### src/exr_pkg.sv
/*
 * Package for the excitation and reference configuration register bank:
 * register offsets, field positions, reset values and select codes.
 * Assumes a 32-bit AHB-Lite slave with one register per aligned word.
 */
package exr_pkg;

    // ------------------------------------------------------------------
    // Register indices (printed offsets; byte address is four times)
    // ------------------------------------------------------------------
    localparam logic [7:0] ROUTE_IDX = 8'h0d;
    localparam logic [7:0] MAG_IDX   = 8'h0e;
    localparam logic [7:0] REF_IDX   = 8'h0f;
    localparam logic [7:0] TSRC_IDX  = 8'h10;

    // ------------------------------------------------------------------
    // Reset values
    // ------------------------------------------------------------------
    localparam logic [7:0] ROUTE_RST = 8'hbb;
    localparam logic [7:0] MAG_RST   = 8'h00;
    localparam logic [7:0] REF_RST   = 8'h00;
    localparam logic [7:0] TSRC_RST  = 8'h00;

    // ------------------------------------------------------------------
    // Field positions
    // ------------------------------------------------------------------
    localparam int SECOND_LSB   = 4;
    localparam int FIRST_LSB    = 0;
    localparam int REF_POS_LSB  = 3;
    localparam int REF_NEG_LSB  = 0;
    localparam int TEST_CON_BIT = 7;
    localparam int TEST_LVL_LSB = 0;

    // ------------------------------------------------------------------
    // Codes
    // ------------------------------------------------------------------
    localparam logic [3:0] PIN_LAST   = 4'h9;
    localparam logic [3:0] PIN_COMMON = 4'ha;
    localparam logic [3:0] PIN_NONE   = 4'hb;
    localparam logic [3:0] LVL_OFF    = 4'h0;
    localparam logic [3:0] LVL_MAX    = 4'ha;
    localparam logic [2:0] REF_INT    = 3'h0;
    localparam logic [2:0] REF_SUPPLY = 3'h4;
    localparam logic [4:0] TEST_LVL_MAX_UP = 5'h09;
    localparam logic [4:0] TEST_LVL_MIN_DN = 5'h11;
    localparam logic [4:0] TEST_LVL_MAX_DN = 5'h19;

    // ------------------------------------------------------------------
    // Bus constants
    // ------------------------------------------------------------------
    localparam logic [1:0] HTRANS_NONSEQ = 2'h2;
    localparam logic [1:0] HTRANS_SEQ    = 2'h3;

endpackage : exr_pkg

### src/exr_src_decode.sv
/*
 * Decodes one current source's routing and level codes into the
 * effective drive codes; reserved codes fall back to safe values.
 * Assumes codes come from registers on the same clock.
 */
`timescale 1ns/1ps
`default_nettype none

module exr_src_decode (
    input  wire logic [3:0] route_code,
    input  wire logic [3:0] level_code,
    output logic      [3:0] route_eff,
    output logic      [3:0] level_eff,
    output logic            active
);

    // Reserved routes act as no connection, reserved levels as off
    always_comb begin
        route_eff = (route_code > exr_pkg::PIN_NONE) ?
                    exr_pkg::PIN_NONE : route_code;
        level_eff = (level_code > exr_pkg::LVL_MAX) ?
                    exr_pkg::LVL_OFF : level_code;
        active    = (route_eff != exr_pkg::PIN_NONE) &&
                    (level_eff != exr_pkg::LVL_OFF);
    end

endmodule : exr_src_decode

`default_nettype wire

### src/exr_ref_decode.sv
/*
 * Decodes the reference selects and the test-source level code;
 * reserved codes fall back to the internal reference or to off.
 * Assumes codes come from registers on the same clock.
 */
`timescale 1ns/1ps
`default_nettype none

module exr_ref_decode (
    input  wire logic [2:0] pos_code,
    input  wire logic [2:0] neg_code,
    input  wire logic [4:0] test_code,
    input  wire logic       test_connect,
    output logic      [2:0] pos_eff,
    output logic      [2:0] neg_eff,
    output logic            test_connect_eff
);

    logic test_legal;

    always_comb begin
        pos_eff = (pos_code > exr_pkg::REF_SUPPLY) ?
                  exr_pkg::REF_INT : pos_code;
        neg_eff = (neg_code > exr_pkg::REF_SUPPLY) ?
                  exr_pkg::REF_INT : neg_code;
        test_legal = (test_code <= exr_pkg::TEST_LVL_MAX_UP) ||
                     ((test_code >= exr_pkg::TEST_LVL_MIN_DN) &&
                      (test_code <= exr_pkg::TEST_LVL_MAX_DN));
        test_connect_eff = test_connect && test_legal;
    end

endmodule : exr_ref_decode

`default_nettype wire

### src/exr_regs.sv
/*
 * Excitation and reference configuration register bank: AHB-Lite slave
 * holding current-source routing and level, reference selects and the
 * positive test-source control, with decoded static outputs.
 * Assumes a single AHB-Lite master, 32-bit words, sys_clk at 100 MHz.
 */
// Operation
// - Upper routing nibble routes second source
// - Lower routing nibble routes first source
// - Upper level nibble sets second source current
// - Lower level nibble sets first source current
// - Positive reference select, bits 7:6 read zero
// - Negative reference select in bits 2:0
// - Test-source control at 10h, bits 6:5 zero
// - Level and reference registers reset to 00h
// - Routing register at 0Dh resets to BBh
`timescale 1ns/1ps
`default_nettype none

module exr_regs (
    input  wire logic        sys_clk,
    input  wire logic        rstn,
    input  wire logic        clk_en,
    input  wire logic        hsel,
    input  wire logic [31:0] haddr,
    input  wire logic [1:0]  htrans,
    input  wire logic        hwrite,
    input  wire logic [2:0]  hsize,
    input  wire logic [31:0] hwdata,
    input  wire logic        hready,
    output logic      [31:0] hrdata,
    output logic             hreadyout,
    output logic             hresp,
    output logic      [3:0]  first_source_pin_select,
    output logic      [3:0]  second_source_pin_select,
    output logic      [3:0]  first_source_level,
    output logic      [3:0]  second_source_level,
    output logic             first_source_active,
    output logic             second_source_active,
    output logic      [2:0]  reference_positive_select,
    output logic      [2:0]  reference_negative_select,
    output logic             positive_test_output_connect,
    output logic      [4:0]  positive_test_level
);

    // ------------------------------------------------------------------
    // Address decode
    // ------------------------------------------------------------------
    function automatic logic [1:0] reg_sel(input logic [31:0] a);
        logic [29:0] idx;
        idx = a[31:2];
        if (idx == {22'h000000, exr_pkg::ROUTE_IDX})
            reg_sel = 2'h0;
        else if (idx == {22'h000000, exr_pkg::MAG_IDX})
            reg_sel = 2'h1;
        else if (idx == {22'h000000, exr_pkg::REF_IDX})
            reg_sel = 2'h2;
        else
            reg_sel = 2'h3;
    endfunction : reg_sel

    function automatic logic is_mapped(input logic [31:0] a);
        logic [29:0] idx;
        idx = a[31:2];
        is_mapped = (idx >= {22'h000000, exr_pkg::ROUTE_IDX}) &&
                    (idx <= {22'h000000, exr_pkg::TSRC_IDX});
    endfunction : is_mapped

    // ------------------------------------------------------------------
    // Address phase capture
    // ------------------------------------------------------------------
    logic       wr_pend_q;
    logic [1:0] wr_sel_q;
    logic       addr_ok;
    logic [1:0] addr_sel;
    logic       take;

    assign take = clk_en && hsel && hready &&
                  ((htrans == exr_pkg::HTRANS_NONSEQ) ||
                   (htrans == exr_pkg::HTRANS_SEQ));
    assign addr_ok  = is_mapped(haddr);
    assign addr_sel = reg_sel(haddr);

    always_ff @(posedge sys_clk or negedge rstn) begin
        if (!rstn) begin
            wr_pend_q <= 1'b0;
            wr_sel_q  <= 2'h0;
        end else if (clk_en) begin
            wr_pend_q <= take && hwrite && addr_ok;
            if (take)
                wr_sel_q <= addr_sel;
        end
    end

    // ------------------------------------------------------------------
    // Registers
    // ------------------------------------------------------------------
    logic [7:0] route_q;
    logic [7:0] mag_q;
    logic [5:0] ref_q;
    logic       tcon_q;
    logic [4:0] tlvl_q;
    logic [7:0] wbyte;

    assign wbyte = hwdata[7:0];

    always_ff @(posedge sys_clk or negedge rstn) begin
        if (!rstn) begin
            route_q <= exr_pkg::ROUTE_RST;
        end else if (clk_en && wr_pend_q && wr_sel_q == 2'h0) begin
            route_q <= wbyte;
        end
    end

    always_ff @(posedge sys_clk or negedge rstn) begin
        if (!rstn) begin
            mag_q <= exr_pkg::MAG_RST;
        end else if (clk_en && wr_pend_q && wr_sel_q == 2'h1) begin
            mag_q <= wbyte;
        end
    end

    always_ff @(posedge sys_clk or negedge rstn) begin
        if (!rstn) begin
            ref_q <= exr_pkg::REF_RST[5:0];
        end else if (clk_en && wr_pend_q && wr_sel_q == 2'h2) begin
            ref_q <= wbyte[5:0];
        end
    end

    always_ff @(posedge sys_clk or negedge rstn) begin
        if (!rstn) begin
            tcon_q <= exr_pkg::TSRC_RST[exr_pkg::TEST_CON_BIT];
            tlvl_q <= exr_pkg::TSRC_RST[4:0];
        end else if (clk_en && wr_pend_q && wr_sel_q == 2'h3) begin
            tcon_q <= wbyte[exr_pkg::TEST_CON_BIT];
            tlvl_q <= wbyte[4:0];
        end
    end

    // ------------------------------------------------------------------
    // Read data and response
    // ------------------------------------------------------------------
    logic [7:0] rd_byte;
    logic       fwd;

    // Read in the data phase of a write to the same word sees the new byte
    assign fwd = wr_pend_q && (wr_sel_q == addr_sel);

    always_comb begin
        unique case (addr_sel)
            2'h0: rd_byte = fwd ? wbyte : route_q;
            2'h1: rd_byte = fwd ? wbyte : mag_q;
            2'h2: rd_byte = {2'b00, fwd ? wbyte[5:0] : ref_q};
            2'h3: rd_byte = fwd ? {wbyte[7], 2'b00, wbyte[4:0]}
                                : {tcon_q, 2'b00, tlvl_q};
        endcase
    end

    always_ff @(posedge sys_clk or negedge rstn) begin
        if (!rstn) begin
            hrdata <= 32'h00000000;
        end else if (clk_en && take) begin
            hrdata <= (!hwrite && addr_ok) ? {24'h000000, rd_byte}
                                           : 32'h00000000;
        end
    end

    // Zero wait states, always OKAY
    always_ff @(posedge sys_clk or negedge rstn) begin
        if (!rstn) begin
            hreadyout <= 1'b1;
            hresp     <= 1'b0;
        end else if (clk_en) begin
            hreadyout <= 1'b1;
            hresp     <= 1'b0;
        end
    end

    // ------------------------------------------------------------------
    // Decode of effective drive codes
    // ------------------------------------------------------------------
    logic [3:0] r1_eff;
    logic [3:0] r2_eff;
    logic [3:0] l1_eff;
    logic [3:0] l2_eff;
    logic       a1;
    logic       a2;
    logic [2:0] pos_eff;
    logic [2:0] neg_eff;
    logic       tcon_eff;

    exr_src_decode u_first (
        .route_code (route_q[3:0]),
        .level_code (mag_q[3:0]),
        .route_eff  (r1_eff),
        .level_eff  (l1_eff),
        .active     (a1)
    );

    exr_src_decode u_second (
        .route_code (route_q[7:4]),
        .level_code (mag_q[7:4]),
        .route_eff  (r2_eff),
        .level_eff  (l2_eff),
        .active     (a2)
    );

    exr_ref_decode u_ref (
        .pos_code         (ref_q[5:3]),
        .neg_code         (ref_q[2:0]),
        .test_code        (tlvl_q),
        .test_connect     (tcon_q),
        .pos_eff          (pos_eff),
        .neg_eff          (neg_eff),
        .test_connect_eff (tcon_eff)
    );

    // ------------------------------------------------------------------
    // Registered outputs (one cycle after the stored value)
    // ------------------------------------------------------------------
    always_ff @(posedge sys_clk or negedge rstn) begin
        if (!rstn) begin
            first_source_pin_select      <= exr_pkg::PIN_NONE;
            second_source_pin_select     <= exr_pkg::PIN_NONE;
            first_source_level           <= exr_pkg::LVL_OFF;
            second_source_level          <= exr_pkg::LVL_OFF;
            first_source_active          <= 1'b0;
            second_source_active         <= 1'b0;
            reference_positive_select    <= exr_pkg::REF_INT;
            reference_negative_select    <= exr_pkg::REF_INT;
            positive_test_output_connect <= 1'b0;
            positive_test_level          <= 5'h00;
        end else if (clk_en) begin
            first_source_pin_select      <= r1_eff;
            second_source_pin_select     <= r2_eff;
            first_source_level           <= l1_eff;
            second_source_level          <= l2_eff;
            first_source_active          <= a1;
            second_source_active         <= a2;
            reference_positive_select    <= pos_eff;
            reference_negative_select    <= neg_eff;
            positive_test_output_connect <= tcon_eff;
            positive_test_level          <= tlvl_q;
        end
    end

endmodule : exr_regs

`default_nettype wire

### config.mk
export PLATFORM = sky130hd
export DESIGN_NAME = exr_regs
export DESIGN_NICKNAME = d
export VERILOG_FILES = /design/src/exr_pkg.sv /design/src/exr_src_decode.sv /design/src/exr_ref_decode.sv /design/src/exr_regs.sv
export SDC_FILE = /design/constraint.sdc
export NUM_CORES = 1
export LEC_CHECK = 0
export BUFFER_PORTS_ARGS = -buffer_cell sky130_fd_sc_hd__clkbuf_2
export CELL_PAD_IN_SITES_DETAIL_PLACEMENT = 0
export CELL_PAD_IN_SITES_GLOBAL_PLACEMENT = 1
export CORE_MARGIN = 5
export CORE_UTILIZATION = 41
export CTS_CLUSTER_SIZE = 25
export DETAILED_ROUTE_END_ITERATION = 16
export PLACE_DENSITY = 0.94
export SYNTH_ARGS = -nofsm -noshare
export SYNTH_HDL_FRONTEND = slang
export SYNTH_HIERARCHICAL = 1
export SYNTH_SLANG_ARGS = --single-unit
### constraint.sdc
create_clock -name sys_clk -period 2.9 [get_ports sys_clk]
set_input_delay 0.29 -clock sys_clk [delete_from_list [all_inputs] [get_ports sys_clk]]
set_output_delay 0.29 -clock sys_clk [all_outputs]
set_load 0.05 [all_outputs]
After elaboration in Yosys (flattened, before gate mapping)
Index checks and enable logic that the tools add are counted.
Operators by class
  order comparisons: 11
  multiplexer cells: 15
  eq/ne operators: 14
  reduce and logical (&&, ||, !) cells: 26
Operators by type and width (count)
  30-bit by 4-bit equality test with 1-bit output (second input constant): 3
  8-bit two-way mux: 4
  8-bit case mux with 4 select lines: 1
  30-bit by 4-bit greater-or-equal comparator with 1-bit output (second input constant): 1
  30-bit by 5-bit less-or-equal comparator with 1-bit output (second input constant): 1
  1-bit logical AND: 18
  4-bit greater-than comparator (second input constant): 4
  4-bit two-way mux: 4
  2-bit equality test (second input constant): 6
  4-bit inequality test (second input constant): 2
  4-bit nonzero test: 2
  3-bit greater-than comparator (second input constant): 2
  3-bit two-way mux: 2
  6-bit two-way mux: 1
  5-bit greater-or-equal comparator (second input constant): 1
  5-bit by 4-bit less-or-equal comparator with 1-bit output (second input constant): 1
  5-bit less-or-equal comparator (second input constant): 1
  2-bit by 1-bit equality test with 1-bit output (second input constant): 2
  2-bit logical NOT: 2
  2-bit two-way mux: 2
  2-bit equality test: 1
  1-bit logical OR: 2
  2-bit AND reduction: 1
  1-bit logical NOT: 1
  1-bit two-way mux: 1
Word-level totals
  word-level logic and storage cells: 84
  bits of input ports: 75
  output and inout bits: 64
  register bits after elaboration: 93

Depth between registers and ports, before layout
Gate-level depths: netlist (run 1).
  word-level depth: 9
  depth in mapped cells: 7
  mapped depth without buffers: 6

Hierarchy
Netlist (run 1), hierarchy kept.
By module, submodules not included
  exr_regs: seq. area each 1741.7 µm², cells an instance 300, times used 1, area an instance 3593.4 µm²
  exr_src_decode: seq. area each 0.0 µm², cells an instance 15, times used 2, area an instance 97.6 µm²
  exr_ref_decode: seq. area each 0.0 µm², cells an instance 9, times used 1, area an instance 65.1 µm²

Worst setup path after synthesis (run 1)
OpenSTA, ideal clock, no wires.
  kind: input-to-reg
  start: in haddr[31]
  end: reg hrdata[6]
  buffers on the path: 0
  slack: 924 ps
  required time: 2778 ps
  stages on the path: 6
  data arrival time: 1854 ps
  cell sequence: nor4_2 > nand4_2 > nor4_1 > o221ai_4 > mux2i_1 > a32o_1
On the way
  longest elaborated chain between the ends: 9
  elaborated cells on any way between the ends: 20
Ends and longest elaborated chain
  from (decl): line exr_regs.sv:25  | input wire logic [31:0] haddr,
  30-bit by 4-bit equality test with 1-bit output: line exr_regs.sv:56  | else if (idx == {22'h000000, exr_pkg::REF_IDX})
  1-bit two-way mux: line exr_regs.sv:56
  2-bit two-way mux: line exr_regs.sv:54  | else if (idx == {22'h000000, exr_pkg::MAG_IDX})
  2-bit two-way mux: line exr_regs.sv:52  | if (idx == {22'h000000, exr_pkg::ROUTE_IDX})
  2-bit equality test: line exr_regs.sv:148  | assign fwd = wr_pend_q && (wr_sel_q == addr_sel);
  1-bit logical AND: line exr_regs.sv:148
  8-bit two-way mux, on equally long branches: line exr_regs.sv:153, exr_regs.sv:152
  8-bit case mux with 4 select lines: line exr_regs.sv:151  | unique case (addr_sel)
  8-bit two-way mux (*): line exr_regs.sv:164  | hrdata <= (!hwrite && addr_ok) ? {24'h000000, rd_byte}
  to (signal assigned): line exr_regs.sv:164
  to (decl): line exr_regs.sv:31  | output logic [31:0] hrdata,
Every way passes the cells marked *; elsewhere a longest branch is shown, timed or not.
A chain may end at the register's enable or synchronous reset.

Worst setup path after layout (run 1)
Same ends and word-level chain as after synthesis.

==> results of run 1 <==
[Yosys cell counts (4+ instances only)]
master                     count
sky130_fd_sc_hd__nand2_1      15
sky130_fd_sc_hd__nand4_1       5
sky130_fd_sc_hd__buf_1         4
sky130_fd_sc_hd__o21ai_0      14
sky130_fd_sc_hd__and2_1        6
sky130_fd_sc_hd__inv_1        15
sky130_fd_sc_hd__mux2i_1      10
sky130_fd_sc_hd__clkbuf_1      9
sky130_fd_sc_hd__dfrtp_1      57
sky130_fd_sc_hd__a222oi_1      4
sky130_fd_sc_hd__a21o_2        4
sky130_fd_sc_hd__nor4_1        5
sky130_fd_sc_hd__dfstp_2      12
sky130_fd_sc_hd__buf_4        26
sky130_fd_sc_hd__nand3_1       8
sky130_fd_sc_hd__nor2b_1      10
sky130_fd_sc_hd__nor4_4        4
sky130_fd_sc_hd__nor2_1       10
sky130_fd_sc_hd__mux2_2       57
sky130_fd_sc_hd__nor3_1        6
[logic make-up (layout without fill, tap and decap cells)]
| family | Yosys count | after routing | share of synthesized area |
|---|---|---|---|
| other | 2 | 26 | 0.00195 |
| xor gates and xnor gates | 1 | 1 | 0.00227 |
| DFF | 69 | 69 | 0.452 |
| buffers and inverters | 56 | 120 | 0.0805 |
| AOI/OAI and AO/OA | 54 | 54 | 0.116 |
| and+or+nand+nor | 90 | 90 | 0.155 |
| muxes | 67 | 67 | 0.193 |
[worst max-delay path: cells and delay by family]
kind	cells	cell delay (ns)
AO/OA/AOI/OAI	3	1.15
buffers and inverters	1	0.09
multiplexers	1	0.14
AND/OR/NAND/NOR	2	0.64
[routing by layer]
layer	track usage	wire, um	vias to the layer above
li1	-	-	1355
met2	0.263	4280	125
met3	0.0452	718	21
met4	0.0557	185	0
met1	0.212	3880	1420
met5	0	0	-
[final cells by class]
| type | count | area, um2 | area share |
|---|---|---|---|
| repair buffers | 89 | 475 | 0.104 |
| clock buffers | 12 | 155 | 0.0341 |
| inverters | 15 | 56.3 | 0.0124 |
| flip-flops and latches | 69 | 1740 | 0.382 |
| well taps | 111 | 139 | 0.0305 |
| clock inverters | 4 | 95.1 | 0.0209 |
| multi-input cells | 238 | 1890 | 0.415 |
[power groups by stage]
stage	Clock, mW	Combinational [mW]	Sequential (mW)
global route	1.03	0.408	1.08
CTS	0.992	0.384	1.07
global placement	0	0.377	1.09
finish	0.964	0.381	1.07
floorplan	0	0.227	1.15
detailed placement	0	0.383	1.09
[flip-flops by register name, indices dropped and copies added, names as in the netlist, 2 cells and up]
register,cells
hrdata,8
mag_q,8
route_q,8
ref_q,6
positive_test_level,5
tlvl_q,5
first_source_level,4
first_source_pin_select,4
second_source_level,4
second_source_pin_select,4
reference_negative_select,3
reference_positive_select,3
wr_sel_q,2
[final timing paths]
| path | slack, ns | end | start | cells past startpoint |
|---|---|---|---|---|
| worst max-delay path | 0.83 | hrdata[6] | haddr[31] | 7 |
| worst min-delay path | 0.02 | positive_test_level[2] | rstn | 1 |
| worst max register to register | 1.01 | hrdata[6] | wr_sel_q[1] | 4 |
| worst min register to register | 0.49 | hrdata[5] | hrdata[5] | 2 |
| max in group asynchronous | 2.14 | route_q[3] | rstn | 2 |
| min in group sys_clk | 0.19 | wr_pend_q | hwrite | 3 |
==> impl_summary.log, run 1 <==
[metrics] worst voltage drop across the vdd grid: roughly 360 uV
[metrics] sort of element at the start of the critical path: input port
[metrics] number of top-level design ports: ~140
[metrics] actual slew at the worst max-slew pin: 0.786 ns
[metrics] leading cell types in the layout, fill and taps excluded: sky130_fd_sc_hd__clkbuf_2, sky130_fd_sc_hd__mux2_2, sky130_fd_sc_hd__dfrtp_1
[metrics] Antenna diodes: 0
[metrics] routed length per placed instance: ~17 um
[metrics] leading area contributor after synthesis: sky130_fd_sc_hd__dfrtp_1
[metrics] sum of negative setup slack: 0 ns
[metrics] most common library cell in the layout ignoring fill and taps: sky130_fd_sc_hd__clkbuf_2
[metrics] Leakage Power: 2.28 nW
[metrics] via count of the first global-routing pass: approximately 3,000
[metrics] time the worst path needs with I/O delays and setup: approximately 2.1 ns
[metrics] top achievable clock speed: about 0.48 GHz
[metrics] total routing usage reported by global routing: 0.163
[metrics] Top FF cell, synth: sky130_fd_sc_hd__dfrtp_1
[metrics] number of vias per cell: 5.43
[metrics] total setup buffers inserted after CTS: 0
[metrics] part of the cycle the worst path needs: 0.714
[metrics] arrival time of the worst setup path: 2.30 ns
[metrics] Net Sw Power: approximately 0.67 mW
[metrics] Final Setup Violations: 0
[metrics] # port buffers: 82
[metrics] routability cong.: around 0.85
[metrics] run status: complete, no violations
[metrics] H-tree depth: 3
[metrics] Clock Sinks: just under 70
[metrics] area share of the largest cell type after synthesis: 0.370
[metrics] crit-path max FO: 9
[metrics] pin count of the biggest net entering global routing: 40
[metrics] Slew Viols, Final: 0
[metrics] post-cts repair resize count: 0
[metrics] Bufs on Longest Clock Path: 2
[metrics] Post-Synthesis Cells: around 340
[metrics] element type at the critical path end: flop
[metrics] max-cap violations: 0
[metrics] setup repair after global routing missed its margin: no
[metrics] power density over the cells: 531 nW/um2
[metrics] cell types with the largest area share after synthesis: sky130_fd_sc_hd__dfrtp_1, sky130_fd_sc_hd__mux2_2, sky130_fd_sc_hd__dfstp_2, sky130_fd_sc_hd__buf_4, sky130_fd_sc_hd__mux2i_1
[metrics] final hold vios: 0
[metrics] effective utilization at floorplan: 0.419
[metrics] number of vias in the routed layout: just under 3,000
[metrics] critical path, cell by cell: clkbuf_2, nor4_2, nand4_2, o31a_1, o221ai_4, mux2i_1, a32o_1
[metrics] portion of total power attributed to the clock network: 0.399
[metrics] Design Area, Final: 4550 um2
[metrics] overflow left after global routing: 0
[metrics] post-synthesis to final-layout area growth: 18.2%
[metrics] worst setup slack after layout: ~0.83 ns
[metrics] Core ar.: between 9000 and 10,000 um2
[metrics] Req. time, crit path: ~3.1 ns
[metrics] final core utilization: 0.495
[metrics] Root Buffer: sky130_fd_sc_hd__clkbuf_8
[metrics] number of fill cells: about 840
[metrics] Post-Syn Area: ~3900 um2
[metrics] number of enable flip-flop cells after synthesis: 0
[metrics] pre-CTS setup slack: approximately 0.46 ns
[metrics] cell area after placement: around 4300 um2
[metrics] wirelength, routed: 9.06 mm
[metrics] layout cell share with drive strength beyond 1: 0.447
[metrics] proportion of register bits with asynchronous set or reset after synthesis: 1.00
[metrics] Inst Count DP: between 500 and 600
[metrics] path type of the worst setup path: in -> reg
[metrics] first-iteration detailed-routing DRC count: ~140
[metrics] DIE AREA: ~11,000 um2
[metrics] post-synthesis sequential element count: 69
[metrics] worst-case headroom to the max-slew limit: 0.476
[metrics] number of standard-cell rows in the floorplan: 35
[metrics] syn avg cell area: between 10 and 15 um2
[metrics] antenna violations before repair: 0
[metrics] width of the chip: about 110 um
[metrics] total design power: 2.42 mW
[metrics] cts hold-fix bufs: 0
[metrics] worst hold path type: in -> async
[metrics] Netlist cell types: 55
[metrics] height of the chip: between 100 and 150 um
[metrics] DP HPWL: 6.93 mm
[metrics] number of nets in the final layout: just under 500
[metrics] clock tree from TritonCTS: built
[metrics] Cell Count, Final, Fillers Out: between 500 and 600
[metrics] part of the power in combinational logic: 0.157
[metrics] slowest cell on the critical path: sky130_fd_sc_hd__o221ai_4
[metrics] post-detailed-route count of antenna-violating nets: 0
[metrics] number of buffers added by the clock tree synthesis step: 9
[metrics] DRC Markers: 0
[metrics] sequential area share after synthesis: 0.452
[metrics] setup skew after layout: ~0.0086 ns
[metrics] crit-path max cell delay: 0.44 ns
[metrics] TritonRoute pass-1 iters: 4
[metrics] switching power share of the total: 0.277
[metrics] first-pass GRT wire length: 14.8 mm
[metrics] internal portion of total power: 1.75 mW
[metrics] clock-pin slew on the worst setup and hold paths: about 0.070 ns
[metrics] hold slack: 0.0238 ns
[metrics] number of warnings printed during yosys synthesis: 6
[metrics] insertion delay to the later sink of the worst-skew pair: 0.34 ns
[metrics] fraction of power consumed by sequential logic: 0.444
No activity file was read; power rests on OpenSTA's default activity.
==> inputs of run 2 (changes only) <==
Settings changed: CORE_UTILIZATION 41 to 34, PLACE_DENSITY 0.94 to 0.84.
Clock period 2.9 ns to 1.9 ns, I/O delays scaled along.
==> run 2 against run 1 <==
Effect of this change: sequential share of layout area shrank 2.8 points; die area grew 19%; hold slack gained 0.076 ns; critical path type unchanged; highest routed layer unchanged; global-route usage shrank 1.5 points; non-clock buffer count grew 33; final cell count grew 12%; via count grew 4.8%; sequential cell count is the same; sequential power grew 53%.
==> impl_summary.log, run 2 (synthesis gave the netlist of run 1 again) <==
[metrics] post-synthesis to final-layout area growth: 27.7% (was 18.2%)
[metrics] insertion delay to the later sink of the worst-skew pair: 0.33 ns (was 0.34 ns)
[metrics] width of the chip: 116 um (was 107 um)
[metrics] via count of the first global-routing pass: 3,068 (was 2,987)
[metrics] Core ar.: 11,000 um2 (was 9200 um2)
[metrics] Req. time, crit path: 2.14 ns (was 3.13 ns)
[metrics] number of buffers added by the clock tree synthesis step: 9 (unchanged)
[metrics] worst-case headroom to the max-slew limit: 0.648 (was 0.476)
[metrics] power density over the cells: 784 nW/um2 (was 531 nW/um2)
[metrics] first-iteration detailed-routing DRC count: 146 (was 136)
[metrics] met3 demand-to-capacity share in global routing: 0.0269 (was 0.0452)
[metrics] Clock Sinks: 69 (unchanged)
[metrics] sort of element at the start of the critical path: input port (unchanged)
[metrics] routed length per placed instance: 16.7 um (was 16.8 um)
[metrics] top achievable clock speed: about 0.55 GHz
[metrics] actual slew at the worst max-slew pin: 0.514 ns (was 0.786 ns)
[metrics] DP HPWL: 7.65 mm (was 6.93 mm)
[metrics] final hold vios: 0 (unchanged)
[metrics] part of the cycle the worst path needs: 0.950
[metrics] Slew Viols, Final: 0 (unchanged)
[metrics] Leakage Power: 2.46 nW (was 2.28 nW)
[metrics] number of top-level design ports: 139 (unchanged)
[metrics] number of standard-cell rows in the floorplan: 38 (was 35)
[metrics] # port buffers: 82 (unchanged)
[metrics] total design power: 3.86 mW (was 2.42 mW)
[metrics] arrival time of the worst setup path: 2.05 ns (was 2.30 ns)
[metrics] max-cap violations: 0 (unchanged)
[metrics] number of vias per cell: 5.10 (was 5.43)
[metrics] number of nets in the final layout: 530 (was 497)
[metrics] wirelength, routed: 10.0 mm (was 9.06 mm)
[metrics] GRT Max-Usage Layer: met2 (unchanged)
[metrics] H-tree depth: 3 (unchanged)
[metrics] effective utilization at floorplan: 0.351 (was 0.419)
[metrics] Inst Count DP: 581 (was 522)
[metrics] Bufs on Longest Clock Path: 2 (unchanged)
[metrics] layout cell share with drive strength beyond 1: 0.489 (was 0.447)
[metrics] pin count of the biggest net entering global routing: 70 (was 40)
[metrics] M1 GR Usage: 0.193 (was 0.212)
[metrics] critical path, cell by cell: clkbuf_2, nor4_4, nand4_4, buf_4, or3_4, a222oi_1, mux2i_1, o21ai_0 (was clkbuf_2, nor4_2, nand4_2, o31a_1, o221ai_4, mux2i_1, a32o_1)
[metrics] run status: complete, no violations (unchanged)
[metrics] clock-pin slew on the worst setup and hold paths: 0.06 ns (was 0.07 ns)
[metrics] setup skew after layout: 0.00623 ns (was 0.00863 ns)
[metrics] worst hold path type: in -> reg (was in -> async)
[metrics] Root Buffer: sky130_fd_sc_hd__clkbuf_16 (was sky130_fd_sc_hd__clkbuf_8)
[metrics] M2 GR Usage: 0.251 (was 0.263)
[metrics] largest registers: hrdata x8, mag_q x8, route_q x8 (unchanged)
[metrics] DRC Markers: 0 (unchanged)
[metrics] Antenna diodes: 0 (unchanged)
[metrics] clock tree from TritonCTS: built (unchanged)
[metrics] crit-path max cell delay: 0.42 ns (was 0.44 ns)
[metrics] DIE AREA: 13,600 um2 (was 11,400 um2)
[metrics] crit-path max FO: 6 (was 9)
[metrics] pre-CTS setup slack: -0.362 ns (was 0.463 ns)
[metrics] first-pass GRT wire length: 15.6 mm (was 14.8 mm)
[metrics] slowest cell on the critical path: sky130_fd_sc_hd__or3_4 (was sky130_fd_sc_hd__o221ai_4)
[metrics] most common library cell in the layout ignoring fill and taps: sky130_fd_sc_hd__clkbuf_2 (unchanged)
[metrics] reg-to-reg slack, setup: 0.11 ns (was 1.01 ns)
[metrics] antenna violations before repair: 0 (unchanged)
[metrics] path type of the worst setup path: in -> reg (unchanged)
[metrics] Cell Count, Final, Fillers Out: 600 (was 538)
[metrics] element type at the critical path end: flop (unchanged)
[metrics] routability cong.: 0.891 (was 0.850)
[metrics] overflow left after global routing: 0 (unchanged)
[metrics] setup repair after global routing missed its margin: yes (was no)
[metrics] number of vias in the routed layout: 3,060 (was 2,921)
[metrics] height of the chip: 116 um (was 107 um)
[metrics] leading cell types in the layout, fill and taps excluded: sky130_fd_sc_hd__clkbuf_2, sky130_fd_sc_hd__mux2_2, sky130_fd_sc_hd__dfrtp_1 (unchanged)
[metrics] total routing usage reported by global routing: 0.149 (was 0.163)
[metrics] time the worst path needs with I/O delays and setup: about 1.8 ns
[metrics] Final Setup Violations: 0 (unchanged)
[metrics] worst setup slack after layout: 0.0945 ns (was 0.830 ns)
[metrics] worst voltage drop across the vdd grid: 493 uV (was 363 uV)
[metrics] TritonRoute pass-1 iters: 4 (unchanged)
[metrics] post-detailed-route count of antenna-violating nets: 0 (unchanged)
-- run 2: cell types whose count changed in the layout (fill, tap and decap cells not counted), moves of 2 or more --
cell                         previous run  this run
sky130_fd_sc_hd__nor4_4                 4         6
sky130_fd_sc_hd__clkinvlp_4             0         2
sky130_fd_sc_hd__nor4_2                 3         1
sky130_fd_sc_hd__buf_4                  6        37
sky130_fd_sc_hd__bufinv_16              3         0
sky130_fd_sc_hd__clkbuf_8              11         2
sky130_fd_sc_hd__clkbuf_16              0         9
-- run 2: area by class of cell --
class	instances	area (um2)
Multi-Input combinational cell	238	1920
Fill cell	1051	6060
Clock buffer	11	253
Clock inverter	5	33.8
Timing Repair Buffer	122	738
Inverter	15	56.3
Tap cell	140	175
Sequential cell	69	1740
-- run 2: worst max-delay path, delay by kind of cell --
kind	cells	cell delay [ns]
buffers and inverters	2	0.32
AND/OR/NAND/NOR	3	0.97
AO/OA/AOI/OAI	2	0.44
multiplexers	1	0.13
-- run 2: through the flow --
stage	area [um2]	TNS (ns)	hold WS, ns	util
2_1_floorplan	3940	0	-0.106	-
3_3_place_gp	4580	-1.62	0.239	0.417
3_5_place_dp	4580	-2.38	0.246	0.417
4_1_cts	4890	0	0.0936	0.445
5_1_grt	4920	-0.0501	0.129	0.448
6_report	4920	0	0.100	0.448
-- run 2: final timing paths --
kind | depth (start not counted) | to | startpoint
min in group asynchronous | 3 | first_source_level[3] | rstn
max in group asynchronous | 3 | route_q[7] | rstn
max | 8 | hrdata[0] | haddr[31]
min | 3 | wr_pend_q | hwrite
max reg2reg | 3 | mag_q[1] | wr_sel_q[0]
min reg2reg | 1 | hrdata[6] | hrdata[6]
-- run 2: power by group --
group / internal (mW) / switching [mW]
registers: 1.56 / 0.0780
logic: 0.199 / 0.434
clock network: 0.954 / 0.635
-- run 2: repair_timing --
action | 4_1_cts | 5_1_grt
buffers inserted | 2 | 0
hold buffers | 1 | 0
endpoints found under the setup margin | 2 | 7
endpoints found under the hold margin | 57 | 0
pin swaps | 1 | 3
resized for setup | 0 | 4
-- run 2: metal layers --
metal  vias up  share of wire
li1       1432              -
met1      1516           0.42
met2       100           0.51
met3        12          0.059
met4         0          0.016
met5         -              0
==> inputs of run 3 (changes only) <==
Settings changed: CTS_CLUSTER_DIAMETER from default to 120, PLACE_DENSITY 0.84 to 0.76.
==> run 3 against run 2 <==
Effect of this change: sequential power is essentially flat; final cell count shrank 0.83%; design area shrank 1.4%; non-clock buffer count shrank 5; largest cell class unchanged; largest power group unchanged.
==> impl_summary.log, run 3 (synthesis gave the netlist of run 1 again) <==
[metrics] pin count of the biggest net entering global routing: 27 (was 70)
[metrics] wirelength, routed: 9.59 mm (was 10.0 mm)
[metrics] height of the chip: 116 um (unchanged)
[metrics] DP HPWL: 7.45 mm (was 7.65 mm)
[metrics] Slew Viols, Final: 0 (unchanged)
[metrics] layout cell share with drive strength beyond 1: 0.481 (was 0.489)
[metrics] number of top-level design ports: 139 (unchanged)
[metrics] post-cts repair resize count: 0 (unchanged)
[metrics] first-pass GRT wire length: 15.4 mm (was 15.6 mm)
[metrics] element type at the critical path end: flop (unchanged)
[metrics] time the worst path needs with I/O delays and setup: 1.82 ns (was 1.81 ns)
[metrics] post-detailed-route count of antenna-violating nets: 0 (unchanged)
[metrics] H-tree depth: 3 (unchanged)
[metrics] number of standard-cell rows in the floorplan: 38 (unchanged)
[metrics] antenna violations before repair: 0 (unchanged)
[metrics] path type of the worst setup path: in -> reg (unchanged)
[metrics] most common library cell in the layout ignoring fill and taps: sky130_fd_sc_hd__clkbuf_2 (unchanged)
[metrics] Leakage Power: 2.43 nW (was 2.46 nW)
[metrics] routability cong.: 0.858 (was 0.891)
[metrics] Critical path buffers and inverters: 2 (unchanged)
[metrics] total routing usage reported by global routing: 0.145 (was 0.149)
[metrics] leading cell types in the layout, fill and taps excluded: sky130_fd_sc_hd__clkbuf_2, sky130_fd_sc_hd__mux2_2, sky130_fd_sc_hd__dfrtp_1 (unchanged)
[metrics] Core ar.: 11,000 um2 (unchanged)
[metrics] arrival time of the worst setup path: 2.06 ns (was 2.05 ns)
[metrics] actual slew at the worst max-slew pin: 0.629 ns (was 0.514 ns)
[metrics] total design power: 3.82 mW (was 3.86 mW)
[metrics] clock-pin slew on the worst setup and hold paths: 0.05 ns (was 0.06 ns)
[metrics] setup repair after global routing missed its margin: no (was yes)
[metrics] sort of element at the start of the critical path: input port (unchanged)
[metrics] # port buffers: 82 (unchanged)
[metrics] Req. time, crit path: 2.14 ns (about the same)
[metrics] crit-path max cell delay: 0.47 ns (was 0.42 ns)
[metrics] Inst Count DP: 578 (was 581)
[metrics] largest registers: hrdata x8, mag_q x8, route_q x8 (unchanged)
[metrics] DIE AREA: 13,600 um2 (unchanged)
[metrics] worst voltage drop across the vdd grid: 583 uV (was 493 uV)
[metrics] number of vias in the routed layout: 3,066 (was 3,060)
[metrics] routed length per placed instance: 16.1 um (was 16.7 um)
[metrics] Design Area, Final: 4850 um2 (was 4920 um2)
[metrics] clock tree from TritonCTS: built (unchanged)
[metrics] Clock Sinks: 69 (unchanged)
[metrics] post-synthesis to final-layout area growth: 25.8% (was 27.7%)
[metrics] TritonRoute pass-1 iters: 4 (unchanged)
[metrics] Antenna diodes: 0 (unchanged)
[metrics] Final Setup Violations: 0 (unchanged)
[metrics] number of vias per cell: 5.15 (was 5.10)
[metrics] number of buffers added by the clock tree synthesis step: 9 (unchanged)
[metrics] insertion delay to the later sink of the worst-skew pair: 0.33 ns (about the same)
[metrics] final hold vios: 0 (unchanged)
[metrics] cell area after placement: 4560 um2 (was 4580 um2)
[metrics] power density over the cells: 788 nW/um2 (was 784 nW/um2)
[metrics] top achievable clock speed: 0.549 GHz (was 0.554 GHz)
[metrics] max-cap violations: 0 (unchanged)
[metrics] width of the chip: 116 um (unchanged)
[metrics] part of the cycle the worst path needs: 0.959 (was 0.950)
[metrics] critical path, cell by cell: clkbuf_2, nor4_2, nand4_2, buf_4, or3_1, a222oi_1, mux2i_1, o21ai_0 (was clkbuf_2, nor4_4, nand4_4, buf_4, or3_4, a222oi_1, mux2i_1, o21ai_0)
[metrics] sum of negative setup slack: 0 ns (unchanged)
[metrics] Cell Count, Final, Fillers Out: 595 (was 600)
[metrics] setup skew after layout: 0.0168 ns (was 0.00623 ns)
[metrics] total setup buffers inserted after CTS: 0 (was 2)
[metrics] slowest cell on the critical path: sky130_fd_sc_hd__or3_1 (was sky130_fd_sc_hd__or3_4)
[metrics] DRC Markers: 0 (unchanged)
[metrics] final core utilization: 0.442 (was 0.448)
[metrics] Bufs on Longest Clock Path: 2 (unchanged)
[metrics] first-iteration detailed-routing DRC count: 129 (was 146)
[metrics] run status: complete, no violations (unchanged)
[metrics] worst hold path type: in -> reg (unchanged)
[metrics] family with the most delay on the worst path: simple AND/OR/NAND/NOR gates (unchanged)
[metrics] effective utilization at floorplan: 0.351 (unchanged)
[metrics] worst-case headroom to the max-slew limit: 0.581 (was 0.648)
[metrics] Root Buffer: sky130_fd_sc_hd__clkbuf_16 (unchanged)
[metrics] number of nets in the final layout: 525 (was 530)
[metrics] overflow left after global routing: 0 (unchanged)
[metrics] crit-path max FO: 6 (unchanged)
[metrics] via count of the first global-routing pass: 3,067 (was 3,068)
## run 3: cell count changes in the layout (fill, tap and decap cells not counted), sizes merged
cell	delta
clkbuf	-2
clkinv	+2
inv	+1
buf	-4
clkinvlp	-2
## run 3: worst register-to-register path: cells and delay by family (launching register included)
family | cells | cell delay [ns]
buf+inv | 1 | 0.19
flops | 1 | 0.49
simple gates | 1 | 0.39
compound gates | 2 | 0.43
mux | 1 | 0.12
## run 3: report_power, final
part | switching (mW) | internal, mW
Sequential | 0.0693 | 1.56
Combinational | 0.431 | 0.190
Clock | 0.645 | 0.927
## run 3: repair_timing
item / CTS / global route
hold buffers: 1 / 0
hold endpoints to repair: 16 / 0
endpoints found under the setup margin: 0 / 4
## run 3: stage by stage
stage          worst slack [ns]  hold WS (ns)
2_1_floorplan            0.0244        -0.106
3_3_place_gp             -0.227         0.231
3_5_place_dp             -0.269         0.248
4_1_cts                  0.0574         0.144
5_1_grt                 0.00268         0.165
6_report                 0.0784         0.153
## run 3: final cells by class
class | instances | area, um2
fillers | 1043 | 6130
multi-input cells | 238 | 1890
flip-flops and latches | 69 | 1740
repair buffers | 117 | 701
clock buffers | 10 | 239
well taps | 140 | 175
inverters | 15 | 56.3
clock inverters | 6 | 45.0
## run 3: final timing paths
kind                             start  depth (start not counted)                endpoint  slack, ns
max                          haddr[31]                          8               hrdata[0]       0.08
min                             hwrite                          3               wr_pend_q       0.15
max reg2reg                wr_sel_q[0]                          5               hrdata[7]       0.20
min reg2reg                  hrdata[6]                          1               hrdata[6]       0.50
max in group asynchronous         rstn                          3               wr_pend_q       0.78
min in group asynchronous         rstn                          2  second_source_level[0]       0.41
## run 3: metal layers
metal  GRT usage  share of wire  vias up
met1       0.184           0.42     1508
met4      0.0371          0.011        0
met3      0.0337          0.062       11
met5           0              0        -
met2       0.249           0.51      123
li1            -              -     1424
